## src/logic/standby_pkg.sv

```systemverilog
package standby_pkg;

  ////////////////////////////////////////////////////////////////////////////
  // Standby states, Gray coded along run <-> halt and run <-> stop

  typedef enum logic [1:0] {
    ST_RUN  = 2'h0,
    ST_HALT = 2'h1,
    ST_STOP = 2'h2,
    ST_WAIT = 2'h3
  } standby_state_t;

  ////////////////////////////////////////////////////////////////////////////
  // Reset values

  localparam standby_state_t RST_STATE       = ST_RUN;
  localparam logic           RST_CE_SYNC     = 1'h0;
  localparam logic           RST_CPU_RUN     = 1'h1;
  localparam logic           RST_PERIPH_RUN  = 1'h1;
  localparam logic           RST_OSC_EN      = 1'h1;
  localparam logic           RST_PULSE       = 1'h0;
  localparam logic           RST_PFD_EN      = 1'h1;
  localparam logic           RST_PORT_ZERO_A_INPUT = 1'h0;
  localparam logic           RST_SERIAL_ACT  = 1'h0;
  localparam logic           RST_STATE_FLAG  = 1'h0;
  localparam logic           RST_POR_ARMED   = 1'h0;
  localparam logic           RST_POWER_FAIL  = 1'h0;

  ////////////////////////////////////////////////////////////////////////////
  // Timing counts, in core_clk cycles

  localparam int SYNC_LATENCY = 2;

endpackage

```

## src/logic/halt_clock_stop_control.sv

```systemverilog
// How it works
// [RULE1] A high chip enable level releases clock stop and issues an enable reset.
// [RULE2] A supply dip to 2.2 V followed by a rise to 4.5 V gives a power-on reset that also releases clock stop.
// [RULE3] Leaving clock stop by power-on reset switches the power failure detector back on.
// [RULE4] The stop instruction takes effect only while the synchronised chip enable is low.
// [RULE5] A stop seen with chip enable high is a no-operation and execution carries on.
// [RULE6] After an ignored stop with chip enable still high, the enable reset fires on the next basic timer 0 carry.
// [RULE7] Halt stops instruction execution while the peripherals keep running.
// [RULE8] Clock stop halts every peripheral.
// [RULE9] Halt leaves control registers alone, while a valid stop loads their initial values.
// [RULE10] A serial transfer carries on through halt, and the serial 0 interrupt acceptance ends halt.
// [RULE11] Entering clock stop aborts any serial transfer and forces port 0A to input mode.
// [RULE12] A valid stop turns the crystal oscillator off, removing core and peripheral clocks.
// [RULE13] Software passes operand 000B with the stop instruction.
// [RULE14] During clock stop the power failure detector stays off even at 2.2 V supply.
// [RULE15] The chip enable pin is synchronised before any decision uses it.
`timescale 1ns/1ps

module halt_clock_stop_control (
  input  wire logic core_clk,
  input  wire logic nrst,
  input  wire logic chip_enable,
  input  wire logic halt_req,
  input  wire logic stop_req,
  input  wire logic halt_release_event,
  input  wire logic serial0_irq_accept,
  input  wire logic serial0_transfer_trigger,
  input  wire logic serial0_done,
  input  wire logic btm0_carry_set,
  input  wire logic vdd_low,
  input  wire logic vdd_ok,
  output logic      cpu_run_q,
  output logic      periph_run_q,
  output logic      osc_en_q,
  output logic      ctrl_init_q,
  output logic      serial_abort_q,
  output logic      serial0_active_q,
  output logic      port_zero_a_input_q,
  output logic      enable_reset_q,
  output logic      power_on_reset_q,
  output logic      pfd_en_q,
  output logic      power_fail,
  output logic      stop_nop_q,
  output logic      halt_state_q,
  output logic      stop_state_q
);

  ////////////////////////////////////////////////////////////////////////////
  // Declarations

  standby_pkg::standby_state_t state_q;
  standby_pkg::standby_state_t state_d;

  logic ce_meta_q;
  logic ce_sync_q;
  logic por_pulse;

  logic in_run;
  logic in_halt;
  logic in_stop;
  logic in_wait;
  logic stop_valid;
  logic stop_ignored;
  logic halt_release;
  logic stop_enter;
  logic nop_event;
  logic ce_reset_stop;
  logic ce_reset_wait;
  logic serial_start;

  logic cpu_run_d;
  logic periph_run_d;
  logic enable_reset_d;
  logic pfd_en_d;
  logic serial0_active_d;

  ////////////////////////////////////////////////////////////////////////////
  // Chip enable synchroniser; only the second stage is looked at

  always_ff @(posedge core_clk or negedge nrst) begin
    if (!nrst) begin
      ce_meta_q <= standby_pkg::RST_CE_SYNC;
      ce_sync_q <= standby_pkg::RST_CE_SYNC;
    end else begin
      ce_meta_q <= chip_enable; // RULE15
      ce_sync_q <= ce_meta_q; // RULE15
    end
  end

  ////////////////////////////////////////////////////////////////////////////
  // Supply watch: power-on reset and power failure detection

  supply_monitor u_supply (
    .core_clk   (core_clk),
    .nrst       (nrst),
    .vdd_low    (vdd_low),
    .vdd_ok     (vdd_ok),
    .pfd_enable (pfd_en_q),
    .por_pulse  (por_pulse),
    .power_fail (power_fail)
  );

  ////////////////////////////////////////////////////////////////////////////
  // Decode

  assign in_run  = (state_q == standby_pkg::ST_RUN);
  assign in_halt = (state_q == standby_pkg::ST_HALT);
  assign in_stop = (state_q == standby_pkg::ST_STOP);
  assign in_wait = (state_q == standby_pkg::ST_WAIT);

  // Operand is trusted to be the stop symbol; not checked here
  assign stop_valid    = in_run & stop_req & ~ce_sync_q; // RULE4
  assign stop_ignored  = in_run & stop_req & ce_sync_q; // RULE5
  assign halt_release  = serial0_irq_accept | halt_release_event; // RULE10
  assign stop_enter    = stop_valid & ~por_pulse;
  assign nop_event     = stop_ignored & ~por_pulse; // RULE5
  assign ce_reset_stop = in_stop & ce_sync_q & ~por_pulse; // RULE1
  assign ce_reset_wait = in_wait & ce_sync_q & btm0_carry_set & ~por_pulse; // RULE6
  // Only a running core can execute the trigger instruction
  assign serial_start  = serial0_transfer_trigger & (in_run | in_wait);

  ////////////////////////////////////////////////////////////////////////////
  // State machine

  always_comb begin
    state_d = state_q;
    case (state_q)
      standby_pkg::ST_RUN: begin
        if (stop_valid) begin
          state_d = standby_pkg::ST_STOP; // RULE4
        end else if (stop_ignored) begin
          state_d = standby_pkg::ST_WAIT; // RULE5
        end else if (halt_req) begin
          state_d = standby_pkg::ST_HALT; // RULE7
        end
      end
      standby_pkg::ST_HALT: begin
        if (halt_release) begin
          state_d = standby_pkg::ST_RUN; // RULE10
        end
      end
      standby_pkg::ST_STOP: begin
        if (ce_sync_q) begin
          state_d = standby_pkg::ST_RUN; // RULE1
        end
      end
      standby_pkg::ST_WAIT: begin
        // Chip enable dropping again hands control back to the program
        if (!ce_sync_q || btm0_carry_set) begin
          state_d = standby_pkg::ST_RUN; // RULE6
        end
      end
      default: begin
        state_d = standby_pkg::ST_RUN;
      end
    endcase
    if (por_pulse) begin
      state_d = standby_pkg::ST_RUN; // RULE2
    end
  end

  ////////////////////////////////////////////////////////////////////////////
  // Next values of the outputs

  assign cpu_run_d      = (state_d == standby_pkg::ST_RUN) | (state_d == standby_pkg::ST_WAIT); // RULE7
  assign periph_run_d   = (state_d != standby_pkg::ST_STOP); // RULE8
  assign enable_reset_d = ce_reset_stop | ce_reset_wait;
  // Only power-on reset re-arms the detector; a chip enable exit leaves it off
  assign pfd_en_d       = por_pulse | (pfd_en_q & ~stop_enter); // RULE3 RULE14
  // Abort beats a same-cycle start; a start beats a same-cycle done
  assign serial0_active_d = ~stop_enter & (serial_start | (serial0_active_q & ~serial0_done)); // RULE11 RULE10

  always_ff @(posedge core_clk or negedge nrst) begin
    if (!nrst) begin
      state_q <= standby_pkg::RST_STATE;
    end else begin
      state_q <= state_d;
    end
  end

  always_ff @(posedge core_clk or negedge nrst) begin
    if (!nrst) begin
      cpu_run_q    <= standby_pkg::RST_CPU_RUN;
      periph_run_q <= standby_pkg::RST_PERIPH_RUN;
      osc_en_q     <= standby_pkg::RST_OSC_EN;
      halt_state_q <= standby_pkg::RST_STATE_FLAG;
      stop_state_q <= standby_pkg::RST_STATE_FLAG;
    end else begin
      cpu_run_q    <= cpu_run_d;
      periph_run_q <= periph_run_d; // RULE8
      osc_en_q     <= periph_run_d; // RULE12
      halt_state_q <= (state_d == standby_pkg::ST_HALT);
      stop_state_q <= (state_d == standby_pkg::ST_STOP);
    end
  end

  always_ff @(posedge core_clk or negedge nrst) begin
    if (!nrst) begin
      ctrl_init_q      <= standby_pkg::RST_PULSE;
      serial_abort_q   <= standby_pkg::RST_PULSE;
      enable_reset_q   <= standby_pkg::RST_PULSE;
      power_on_reset_q <= standby_pkg::RST_PULSE;
      stop_nop_q       <= standby_pkg::RST_PULSE;
    end else begin
      ctrl_init_q      <= stop_enter; // RULE9
      serial_abort_q   <= stop_enter; // RULE11
      enable_reset_q   <= enable_reset_d; // RULE1 RULE6
      power_on_reset_q <= por_pulse; // RULE2
      stop_nop_q       <= nop_event; // RULE5
    end
  end

  always_ff @(posedge core_clk or negedge nrst) begin
    if (!nrst) begin
      pfd_en_q            <= standby_pkg::RST_PFD_EN;
      serial0_active_q    <= standby_pkg::RST_SERIAL_ACT;
      port_zero_a_input_q <= standby_pkg::RST_PORT_ZERO_A_INPUT;
    end else begin
      pfd_en_q            <= pfd_en_d;
      serial0_active_q    <= serial0_active_d;
      port_zero_a_input_q <= (state_d == standby_pkg::ST_STOP); // RULE11
    end
  end
endmodule // halt_clock_stop_control

```

## src/logic/supply_monitor.sv

```systemverilog
`timescale 1ns/1ps

module supply_monitor (
  input  wire logic core_clk,
  input  wire logic nrst,
  input  wire logic vdd_low,
  input  wire logic vdd_ok,
  input  wire logic pfd_enable,
  output logic      por_pulse,
  output logic      power_fail
);

  logic armed_q;
  logic armed_d;
  logic por_d;
  logic fail_d;

  ////////////////////////////////////////////////////////////////////////////
  // Power-on reset needs a dip to the low level, then a climb to the high one

  assign por_d   = armed_q & vdd_ok & ~vdd_low; // RULE2
  assign armed_d = vdd_low | (armed_q & ~por_d); // RULE2
  // Detector gated off during clock stop so memory can be held at low supply
  assign fail_d  = pfd_enable & vdd_low; // RULE14

  always_ff @(posedge core_clk or negedge nrst) begin
    if (!nrst) begin
      armed_q    <= standby_pkg::RST_POR_ARMED;
      por_pulse  <= standby_pkg::RST_PULSE;
      power_fail <= standby_pkg::RST_POWER_FAIL;
    end else begin
      armed_q    <= armed_d;
      por_pulse  <= por_d;
      power_fail <= fail_d;
    end
  end
endmodule // supply_monitor

```

## config.mk

```make
export PLATFORM = sky130hd
export DESIGN_NAME = halt_clock_stop_control
export DESIGN_NICKNAME = d
export VERILOG_FILES = /design/src/logic/standby_pkg.sv /design/src/logic/halt_clock_stop_control.sv /design/src/logic/supply_monitor.sv
export SDC_FILE = /design/constraint.sdc
export NUM_CORES = 1
export LEC_CHECK = 0
export BUFFER_PORTS_ARGS = -buffer_cell sky130_fd_sc_hd__buf_2
export CORE_AREA = 2 2 53 55
export DETAILED_ROUTE_END_ITERATION = 10
export DIE_AREA = 0 0 55 57
export PLACE_DENSITY = 0.54
export SKIP_CTS_REPAIR_TIMING = 1
export SYNTH_ARGS = -nofsm -noshare
export SYNTH_HDL_FRONTEND = slang
export SYNTH_SLANG_ARGS = --single-unit
```

## constraint.sdc

```tcl
create_clock -name core_clk -period 2.7 [get_ports core_clk]
set_input_delay 0.27 -clock core_clk [delete_from_list [all_inputs] [get_ports core_clk]]
set_output_delay 0.27 -clock core_clk [all_outputs]
set_load 0.01 [all_outputs]
```

Word-level counts from Yosys, hierarchy flattened:

Cells that the tools add are included.

* output and inout bits: 14
* register bits after elaboration: 17
* word-level logic and storage cells: 66
* input port bits: 12

* reductions and logical operators: 4
* bitwise operators: 31
* multiplexer cells: 8
* equality and inequality tests: 7

Operators with widths (count)
* $and A1 B1 Y1: 18
* $mux W2: 7
* $eq A2 B2 Y1 const B: 4
* $pmux W2 S4: 1
* $or A1 B1 Y1: 7
* $not A1 Y1: 6
* $eq A2 B1 Y1 const B: 2
* $logic_not A2 Y1: 2
* $ne A2 B2 Y1 const B: 1
* $logic_not A1 Y1: 1
* $logic_or A1 B1 Y1: 1

Logic depth before layout (Yosys ltp):

Gate-level depths: netlist of run 1.

* depth in word-level cells: 9
* mapped depth: 7

Modules after synthesis:

A second synthesis of run 1 with hierarchy kept.

* cell total of the unflattened synthesis: 60
* area total of the unflattened synthesis: 750.7 um^2

By module, submodules not included
* halt_clock_stop_control: cells each 53, times used 1, area each 645.6 um^2, seq. area each 354.1 um^2
* supply_monitor: cells each 7, times used 1, area each 105.1 um^2, seq. area each 75.1 um^2

Worst setup path after synthesis of run 1:

Ideal clock, no wire load.

* path kind: register to register
* start: reg state_q[0]
* end: reg cpu_run_q
* path slack: 1086 ps
* arrival: 1531 ps
* clock period less this slack: 1614 ps
* cell stages (with the launch flop): 7
* cell sequence: dfrtp_1 > inv_1 > ha_1 > a211oi_1 > and4bb_1 > a21oi_1 > ha_1

* cells in the longest elaborated chain, start to end: 9
* elaborated cells between the ends (all ways): 18
* classes of those cells: eq/ne (4); mux (8); bitwise (4); reduce/logical (2)

RTL lines
* start: declaration: line halt_clock_stop_control.sv:51 `standby_pkg::standby_state_t state_q;`
* start signal: assignment: line halt_clock_stop_control.sv:175 `state_q <= standby_pkg::RST_STATE;`
* start signal: assignment: line halt_clock_stop_control.sv:177 `state_q <= state_d;`
* $logic_not A2 Y1: line halt_clock_stop_control.sv:106, halt_clock_stop_control.sv:127
* $and A1 B1 Y1: line halt_clock_stop_control.sv:112, halt_clock_stop_control.sv:113
* $and A1 B1 Y1: line halt_clock_stop_control.sv:113 `assign stop_ignored = in_run & stop_req & ce_sync_q;`
* $mux W2: line halt_clock_stop_control.sv:131 `end else if (stop_ignored) begin`
* $mux W2: line halt_clock_stop_control.sv:129 `if (stop_valid) begin`
* $pmux W2 S4 *: line halt_clock_stop_control.sv:127 `case (state_q)`
* $mux W2 *: line halt_clock_stop_control.sv:157 `if (por_pulse) begin`
* $eq A2 B2 Y1 or $logic_not A2 Y1 (tied branches): line halt_clock_stop_control.sv:165 `assign cpu_run_d = (state_d == standby_pkg::ST_RUN) | (state_d == standby_pkg::ST_WAIT);`
* $or A1 B1 Y1 *: line halt_clock_stop_control.sv:165
* named net cpu_run_d: line halt_clock_stop_control.sv:71 `logic cpu_run_d;`
* end signal: assignment: line halt_clock_stop_control.sv:183 `cpu_run_q <= standby_pkg::RST_CPU_RUN;`
* end signal: assignment: line halt_clock_stop_control.sv:189 `cpu_run_q <= cpu_run_d;`
* end: declaration: line halt_clock_stop_control.sv:32 `output logic cpu_run_q,`

The timed path passes the listed nets; every way through them passes the cells marked *.

Worst setup path in the final report of run 1:

Ends and elaborated chain as after synthesis.

==> reports/metrics.yaml, run 1 <==
num_vias: 518
finalSetupViolCount: 0
end_kind: "register"
cp-start-kind: "register"
drt_iter0_drc: 6
final_nets: 109
first_pass_iters: 3
cts_tree: "done"
leakage_uw: 0.000496
ys_seq_elements: 17
synth_cell_types: 22
dp.cells: 114
final_cell_mix: "buf_2 (25), dfrtp_1 (14), ha_1 (8)"
ios: 26
overflow: 0
post-route-min-period_ns: 1.76
clock-sinks: 17
finalCritPeriodShare_pct: 65.1
dpl_cell_area_sq_um: 887
synthesis.area_sq_um: 746
hold_viol_final: 0
place_ws_ns: 0.930
yosysWarnings: 0
numCtsBuffers: 3
grt.total_usage_pct: 10.4
largest_reg_flops: 2
worst_slack_ns: 0.943
largest-register: "state_q"
arrival_ns: 1.98
antenna_found_initial: 0
critPathMostFrequentCell: "ha_1"
crit_buf_inv: 1
clk-insertion-delay-late_ns: 0.28
fp.dieH_um: 57
drive_gt1_share_pct: 37.5
clock_path_buffers: 2
die-area_sq_mm: 0.00314
hold_class: "in2reg"
start_util_pct: 28.5
worstSetupPathType: "reg2reg"
critPathRequiredTime_ns: 2.92
rsz0062_at_grt: "false"
vdd_drop_max_v: 0.000495
syn2layout_area_growth_pct: 24.0
antenna_left: 0
yosysSeqAreaShare_pct: 57.6
cts.clk_slew.worst_paths_ns: 0.09
post-route-util_pct: 35.4
tns_ns: 0
grt_max_degree: 18
finalClockSkew_ns: 0.00514
outcome: "finished, final reports clean"
grt_pass1_vias: 554
crit_fanout: 4
critPathTopFamily: "adder cells"
crit_slowest_cell: "dfrtp_1"
coreArea_sq_mm: 0.00262
slew_viol_final: 0
grt_pass1_wl_um: 2290
via_per_inst: 4.35
syn_inst: 61
wl_um: 1330
final_common_cell: "buf_2"
synth_fp_nets: 81
worstMarginPinSlew_ns: 0.366
htreeDepth: 1
max_freq_mhz: 569
relSlewSlack_pct: 75.6
io_buffers: 25
dpl.hpwl_um: 1030
maxCapViolCount: 0
num_rows: 19
n_antenna_cell: 0
post_drt_wl_per_cell_um: 11.2
final_cell_area_sq_um: 925
cp_cell_sequence: "inv_1, ha_1, a211oi_1, and4bb_1, a21oi_1, ha_1"
p_per_area_mw_per_mm2: 922
root_buffer: "clkbuf_4"
finalNonFillerCells: 119
drc_errors: 0
routabilityCongestion: 0.752
syn_avg_cell_area_sq_um: 12.2
crit_path_max_incr_delay_ns: 0.40
die-width_um: 55
[kinds of logic after synthesis]
logic type      after synthesis  share of synthesized area (%)
compound gates               12                           11.1
fa+ha+maj                     8                           13.4
buf+inv                       8                           5.54
flops                        17                           57.6
simple gates                 16                           12.4
[path summary, 6_finish.rpt]
path,from,endpoint,slack (ns),depth (start not counted)
max,state_q[0],cpu_run_q,0.94,6
min,chip_enable,ce_meta_q,0.09,1
max reg2reg,state_q[0],cpu_run_q,0.94,6
min reg2reg,ce_meta_q,ce_sync_q,0.36,0
max in group asynchronous,nrst,osc_en_q,1.98,2
min in group asynchronous,nrst,state_q[1],0.42,2
[synthesized netlist by cell type (all sizes together)]
| library cell | n | area share (%) |
|---|---|---|
| a21bo | 1 | 1.3 |
| a21o | 3 | 3.0 |
| and3b | 1 | 1.2 |
| buf | 3 | 3.0 |
| a21oi | 4 | 2.7 |
| nand3 | 1 | 0.67 |
| ha | 8 | 13 |
| nor2 | 5 | 2.9 |
| inv | 5 | 2.5 |
| and4bb | 1 | 1.7 |
| nand2b | 3 | 2.5 |
| a221o | 1 | 1.3 |
| nor3 | 1 | 0.67 |
| dfrtp | 14 | 47 |
| dfstp | 3 | 11 |
| nand3b | 1 | 1.0 |
| nand2 | 2 | 1.0 |
| o21a | 1 | 1.0 |
| a211oi | 1 | 1.0 |
| o21ai | 1 | 0.67 |
| and2 | 1 | 0.84 |
[routing by layer]
layer  share of wire [%]  wire (um)  up-vias  global-route usage (%)
li1                    -          -      252                       -
met1                  39        515      241                    11.1
met2                  51        677       21                    17.2
met3                 9.3        124        4                    5.24
met4                 1.3         17        0                    3.83
met5                   0          0        -                       0
[cell type report]
cell class              count  area (sq um)
fillers                   285          1690
flip-flops and latches     17           429
multi-input cells          36           275
repair buffers             26           135
well taps                  31          38.8
clock buffers               3          22.5
inverters                   5          18.8
clock inverters             1          5.00
[where the power goes]
part	internal (uW)	leakage (uW)	total, uW	switching (uW)
Clock	55.0	0.0000177	129	74.0
Combinational	156	0.000269	350	194
Sequential	338	0.000210	373	35.1
[worst register-to-register path: cells and delay by family, from the launching register on]
| kind | cells | cell delay [ns] |
|---|---|---|
| AO/OA/AOI/OAI | 2 | 0.43 |
| adder cells (fa/ha/maj) | 2 | 0.51 |
| buffers and inverters | 1 | 0.10 |
| flip-flops | 1 | 0.40 |
| AND/OR/NAND/NOR | 1 | 0.25 |
[metrics by stage]
stage          hold slack [ns]  power (uW)
3_5_place_dp             0.211         729
6_report                0.0898         852
2_1_floorplan          -0.0256         621
5_1_grt                 0.0673         940
3_3_place_gp             0.209         724
4_1_cts                 -0.117         873
No activity file was read; power rests on OpenSTA's default activity.
==> run 2: changes to the inputs <==
--- a/config.mk
+++ b/config.mk
@@ -9,7 +9,7 @@
 export CORE_AREA = 2 2 53 55
 export DETAILED_ROUTE_END_ITERATION = 10
 export DIE_AREA = 0 0 55 57
-export PLACE_DENSITY = 0.54
+export PLACE_DENSITY = 0.55
 export SKIP_CTS_REPAIR_TIMING = 1
 export SYNTH_ARGS = -nofsm -noshare
 export SYNTH_HDL_FRONTEND = slang
==> constraint.sdc (replaced) <==
create_clock -name core_clk -period 1.55 [get_ports core_clk]
set_input_delay 0.155 -clock core_clk [delete_from_list [all_inputs] [get_ports core_clk]]
set_output_delay 0.155 -clock core_clk [all_outputs]
set_load 0.01 [all_outputs]
==> run 2 against run 1 <==
Effect of this change:
- the run now ends with negative setup slack left
- largest power group is now combinational cells
- combinational power is 130% higher
- fmax rose by 2.5%
- routed wire length rose by 4.7%
- critical path type unchanged
- sequential share of layout area shrank 3.9 points
==> reports/metrics.yaml, run 2 (same netlist as run 1, synthesis figures left out) <==
outcome: "finished with violations"
failed_checks: "negative setup slack"
syn2layout_area_growth_pct: 35.4
antenna_found_initial: 0
finalClockSkew_ns: 0.00976
ios: 26
rsz0062_at_grt: "true"
critPathRequiredTime_ns: 1.78
numCtsBuffers: 3
vdd_drop_max_v: 0.00101
root_buffer: "clkbuf_4"
cts.clk_slew.worst_paths_ns: 0.11
wl_um: 1400
n_antenna_cell: 0
worstMarginPinSlew_ns: 0.373
hold_ws_ns: 0.0234
grt_pass1_vias: 498
finalNonFillerCells: 126
clk-insertion-delay-late_ns: 0.29
worstSetupPathType: "reg2reg"
first_pass_iters: 4
final_common_cell: "buf_2"
clock_path_buffers: 2
antenna_left: 0
htreeDepth: 1
num_rows: 19
largest-register: "state_q"
end_kind: "register"
leakage_uw: 0.000529
reg2reg_slack_ns: -0.16
routabilityCongestion: 0.654
grt.total_usage_pct: 9.99
final_nets: 116
clock-sinks: 17
crit_start: "state_q[0]"
cp-endpoint: "cpu_run_q"
slew_viol_final: 0
relSlewSlack_pct: 75.1
grt_pass1_wl_um: 2240
num_vias: 533
via_per_inst: 4.23
crit_fanout: 4
drc_errors: 0
max_freq_mhz: 584
overflow: 0
die-width_um: 55
reg2reg_to: "cpu_run_q"
arrival_ns: 1.94
grt_max_degree: 18
post-route-min-period_ns: 1.71
finalSetupViolCount: 6
timing.rr.start: "state_q[0]"
worst_slack_ns: -0.164
dp.cells: 118
p_per_area_mw_per_mm2: 1680
dpl.hpwl_um: 1040
hold_class: "in2reg"
largest_reg_flops: 2
finalCritPeriodShare_pct: 111
hold_viol_final: 0
fp.dieH_um: 57
coreArea_sq_mm: 0.00262
reg2reg_depth: 5
cts_tree: "done"
final_cell_mix: "buf_2 (25), dfrtp_1 (14), ha_1 (5), buf_4 (5), nor2_1 (4)"
drt_iter0_drc: 5
die-area_sq_mm: 0.00314
io_buffers: 25
post_drt_wl_per_cell_um: 11.1
cp-start-kind: "register"
start_util_pct: 28.5
drive_gt1_share_pct: 48.4
maxCapViolCount: 0
run 2: worst min-delay path by stage:
stage / cells past startpoint / start / to
finish: 2 / vdd_low / u_supply.por_pulse
global route: 2 / vdd_low / u_supply.por_pulse
CTS: 1 / nrst / state_q[0]
detailed placement: 1 / nrst / serial0_active_q
global placement: 1 / nrst / serial_abort_q
floorplan: 0 / nrst / ce_meta_q
run 2: final cells by class:
type / instances / area [sq um]
clock inverter: 1 / 5.00
multi-input combinational: 36 / 302
fill: 283 / 1610
sequential: 17 / 429
clock buffer: 3 / 22.5
inverter: 5 / 18.8
timing repair buffer: 33 / 194
tap: 31 / 38.8
run 2: power by group:
| group | internal [uW] | total [uW] | switching, uW | leakage, uW |
|---|---|---|---|---|
| combinational | 414 | 795 | 382 | 0.000301 |
| clock | 95.8 | 236 | 140 | 0.0000177 |
| sequential | 589 | 661 | 72.0 | 0.000210 |
run 2: per-layer routing:
metal	global-route usage, %	vias up	wire (um)
met5	0	-	0
met4	6.27	0	18
met3	2.62	2	80
met2	14.3	19	676
met1	13.2	246	622
li1	-	266	-
run 2: through the flow:
| step | TNS, ns | utilization, % | worst slack [ns] | total power (uW) | cell area [sq um] |
|---|---|---|---|---|---|
| 3_3_place_gp | -0.275 | 35.4 | -0.103 | 1350 | 926 |
| 6_report | -0.551 | 38.6 | -0.164 | 1690 | 1010 |
| 3_5_place_dp | -0.452 | 35.4 | -0.155 | 1370 | 926 |
| 4_1_cts | -0.536 | 36.5 | -0.171 | 1610 | 953 |
| 5_1_grt | -0.853 | 38.6 | -0.216 | 1840 | 1010 |
| 2_1_floorplan | -0.0519 | - | -0.0519 | 1100 | 754 |
run 2: worst max-delay path, stage by stage (launching register included):
cell and delay [ns]:
dfrtp_1 0.45, ha_2 0.21, and3b_1 0.17, a221o_1 0.32
o21a_1 0.22, ha_1 0.28
==> run 3: changes to the inputs <==
--- a/config.mk
+++ b/config.mk
@@ -7,6 +7,8 @@
 export LEC_CHECK = 0
 export BUFFER_PORTS_ARGS = -buffer_cell sky130_fd_sc_hd__buf_2
 export CORE_AREA = 2 2 53 55
+export CTS_BUF_LIST = sky130_fd_sc_hd__clkbuf_8
+export CTS_CLUSTER_DIAMETER = 80
 export DETAILED_ROUTE_END_ITERATION = 10
 export DIE_AREA = 0 0 55 57
 export PLACE_DENSITY = 0.55
==> run 3 against run 2 <==
Effect of this change:
- the flow still finishes with violations (negative setup slack)
- clock-buffer cell count did not move
- routed wire length rose by 2.5%
- sequential power barely moved
- non-clock buffer count fell by 1
- sequential cell count did not move
- critical path type unchanged
==> reports/metrics.yaml, run 3 (same netlist as run 1, synthesis figures left out) <==
rsz0062_at_grt: "true"
outcome: "finished with violations"
final_nets: 115
cp-start-kind: "register"
antenna_found_initial: 0
leakage_uw: 0.000531
final_cell_mix: "buf_2 (25), dfrtp_1 (14), buf_4 (5)"
vdd_drop_max_v: 0.000798
crit_fanout: 4
root_buffer: "clkbuf_8"
numCtsBuffers: 3
timing.rr.start: "state_q[0]"
worstSetupPathType: "reg2reg"
critPathRequiredTime_ns: 1.73
n_antenna_cell: 0
slew_viol_final: 0
grt.total_usage_pct: 10.4
wl_um: 1430
worst_slack_ns: -0.159
min-delay-start: "chip_enable"
drc_errors: 0
finalClockSkew_ns: 0.00192
arrival_ns: 1.89
p_per_area_mw_per_mm2: 1750
num_vias: 535
p_seq_share_pct: 37.0
relSlewSlack_pct: 75.1
maxCapViolCount: 0
final_common_cell: "buf_2"
clk-insertion-delay-late_ns: 0.25
hold_class: "in2reg"
first_pass_iters: 3
crit_start: "state_q[0]"
largest-register: "state_q"
drive_gt1_share_pct: 50.0
p_int_uw: 1180
max_freq_mhz: 585
dpl.hpwl_um: 1040
hold_viol_final: 0
post_drt_wl_per_cell_um: 11.5
clock-sinks: 17
post-route-min-period_ns: 1.71
routabilityCongestion: 0.654
overflow: 0
ios: 26
grt_pass1_vias: 509
io_buffers: 25
via_per_inst: 4.28
worstMarginPinSlew_ns: 0.374
coreArea_sq_mm: 0.00262
switching_share_pct: 33.9
finalSetupViolCount: 6
end_kind: "register"
reg2reg_slack_ns: -0.16
p_switching_uw: 608
total_power_uw: 1790
clock_path_buffers: 2
failed_checks: "negative setup slack"
num_rows: 19
fp.dieH_um: 57
combPwrFrac_pct: 44.7
drt_iter0_drc: 3
finalCritPeriodShare_pct: 110
syn2layout_area_growth_pct: 36.9
cts_tree: "done"
place_ws_ns: -0.155
die-area_sq_mm: 0.00314
fill_cells: 280
largest_reg_flops: 2
cts.clk_slew.worst_paths_ns: 0.06
die-width_um: 55
grt_pass1_wl_um: 2290
start_util_pct: 28.5
antenna_left: 0
clkPwrFrac_pct: 18.3
htreeDepth: 1
grt_max_degree: 18
==> run 3: worst max-delay path: stages (launching register included) <==
cell	delay, ns
dfrtp_1	0.44
ha_2	0.21
and3b_1	0.17
a221o_1	0.32
o21a_1	0.22
ha_1	0.28
==> run 3: path summary, 6_finish.rpt <==
| check | endpoint | cells past startpoint |
|---|---|---|
| setup reg to reg | cpu_run_q | 5 |
| hold reg to reg | ce_sync_q | 0 |
| min in group asynchronous | serial0_active_q | 2 |
| setup / recovery | cpu_run_q | 5 |
| hold / removal | ce_meta_q | 1 |
| max in group asynchronous | osc_en_q | 2 |
==> run 3: area by class of cell <==
cell class	instances	area [sq um]	share of cell area (%)
Multi-Input combinational cell	36	304	29.8
Clock buffer	3	41.3	4.04
Sequential cell	17	429	42.0
Clock inverter	1	5.00	0.490
Timing Repair Buffer	32	184	18.0
Tap cell	31	38.8	3.80
Inverter	5	18.8	1.84
==> run 3: power groups by stage <==
| stage | Clock (uW) | Combinational [uW] | Sequential [uW] |
|---|---|---|---|
| finish | 328 | 801 | 662 |
| floorplan | 0 | 391 | 707 |
| global placement | 0 | 694 | 660 |
| CTS | 345 | 715 | 659 |
| detailed placement | 0 | 701 | 666 |
| global route | 364 | 903 | 679 |
==> run 3: per-layer routing <==
metal,vias up,routed length (um),global-route usage (%)
met3,4,83,2.62
met5,-,0,0
met1,247,607,13.1
met4,0,26,7.32
met2,21,713,15.3
li1,263,-,-
==> run 3: per-stage QoR <==
step	cells	setup TNS, ns	utilization (%)	instance area, sq um	hold WS [ns]
6_report	125	-0.502	39.0	1020	0.00503
2_1_floorplan	61	-0.0519	-	754	-0.141
3_5_place_dp	118	-0.452	35.4	926	0.102
4_1_cts	122	-0.676	37.2	972	-0.179
5_1_grt	125	-0.802	39.0	1020	0.00158
3_3_place_gp	118	-0.275	35.4	926	0.0923
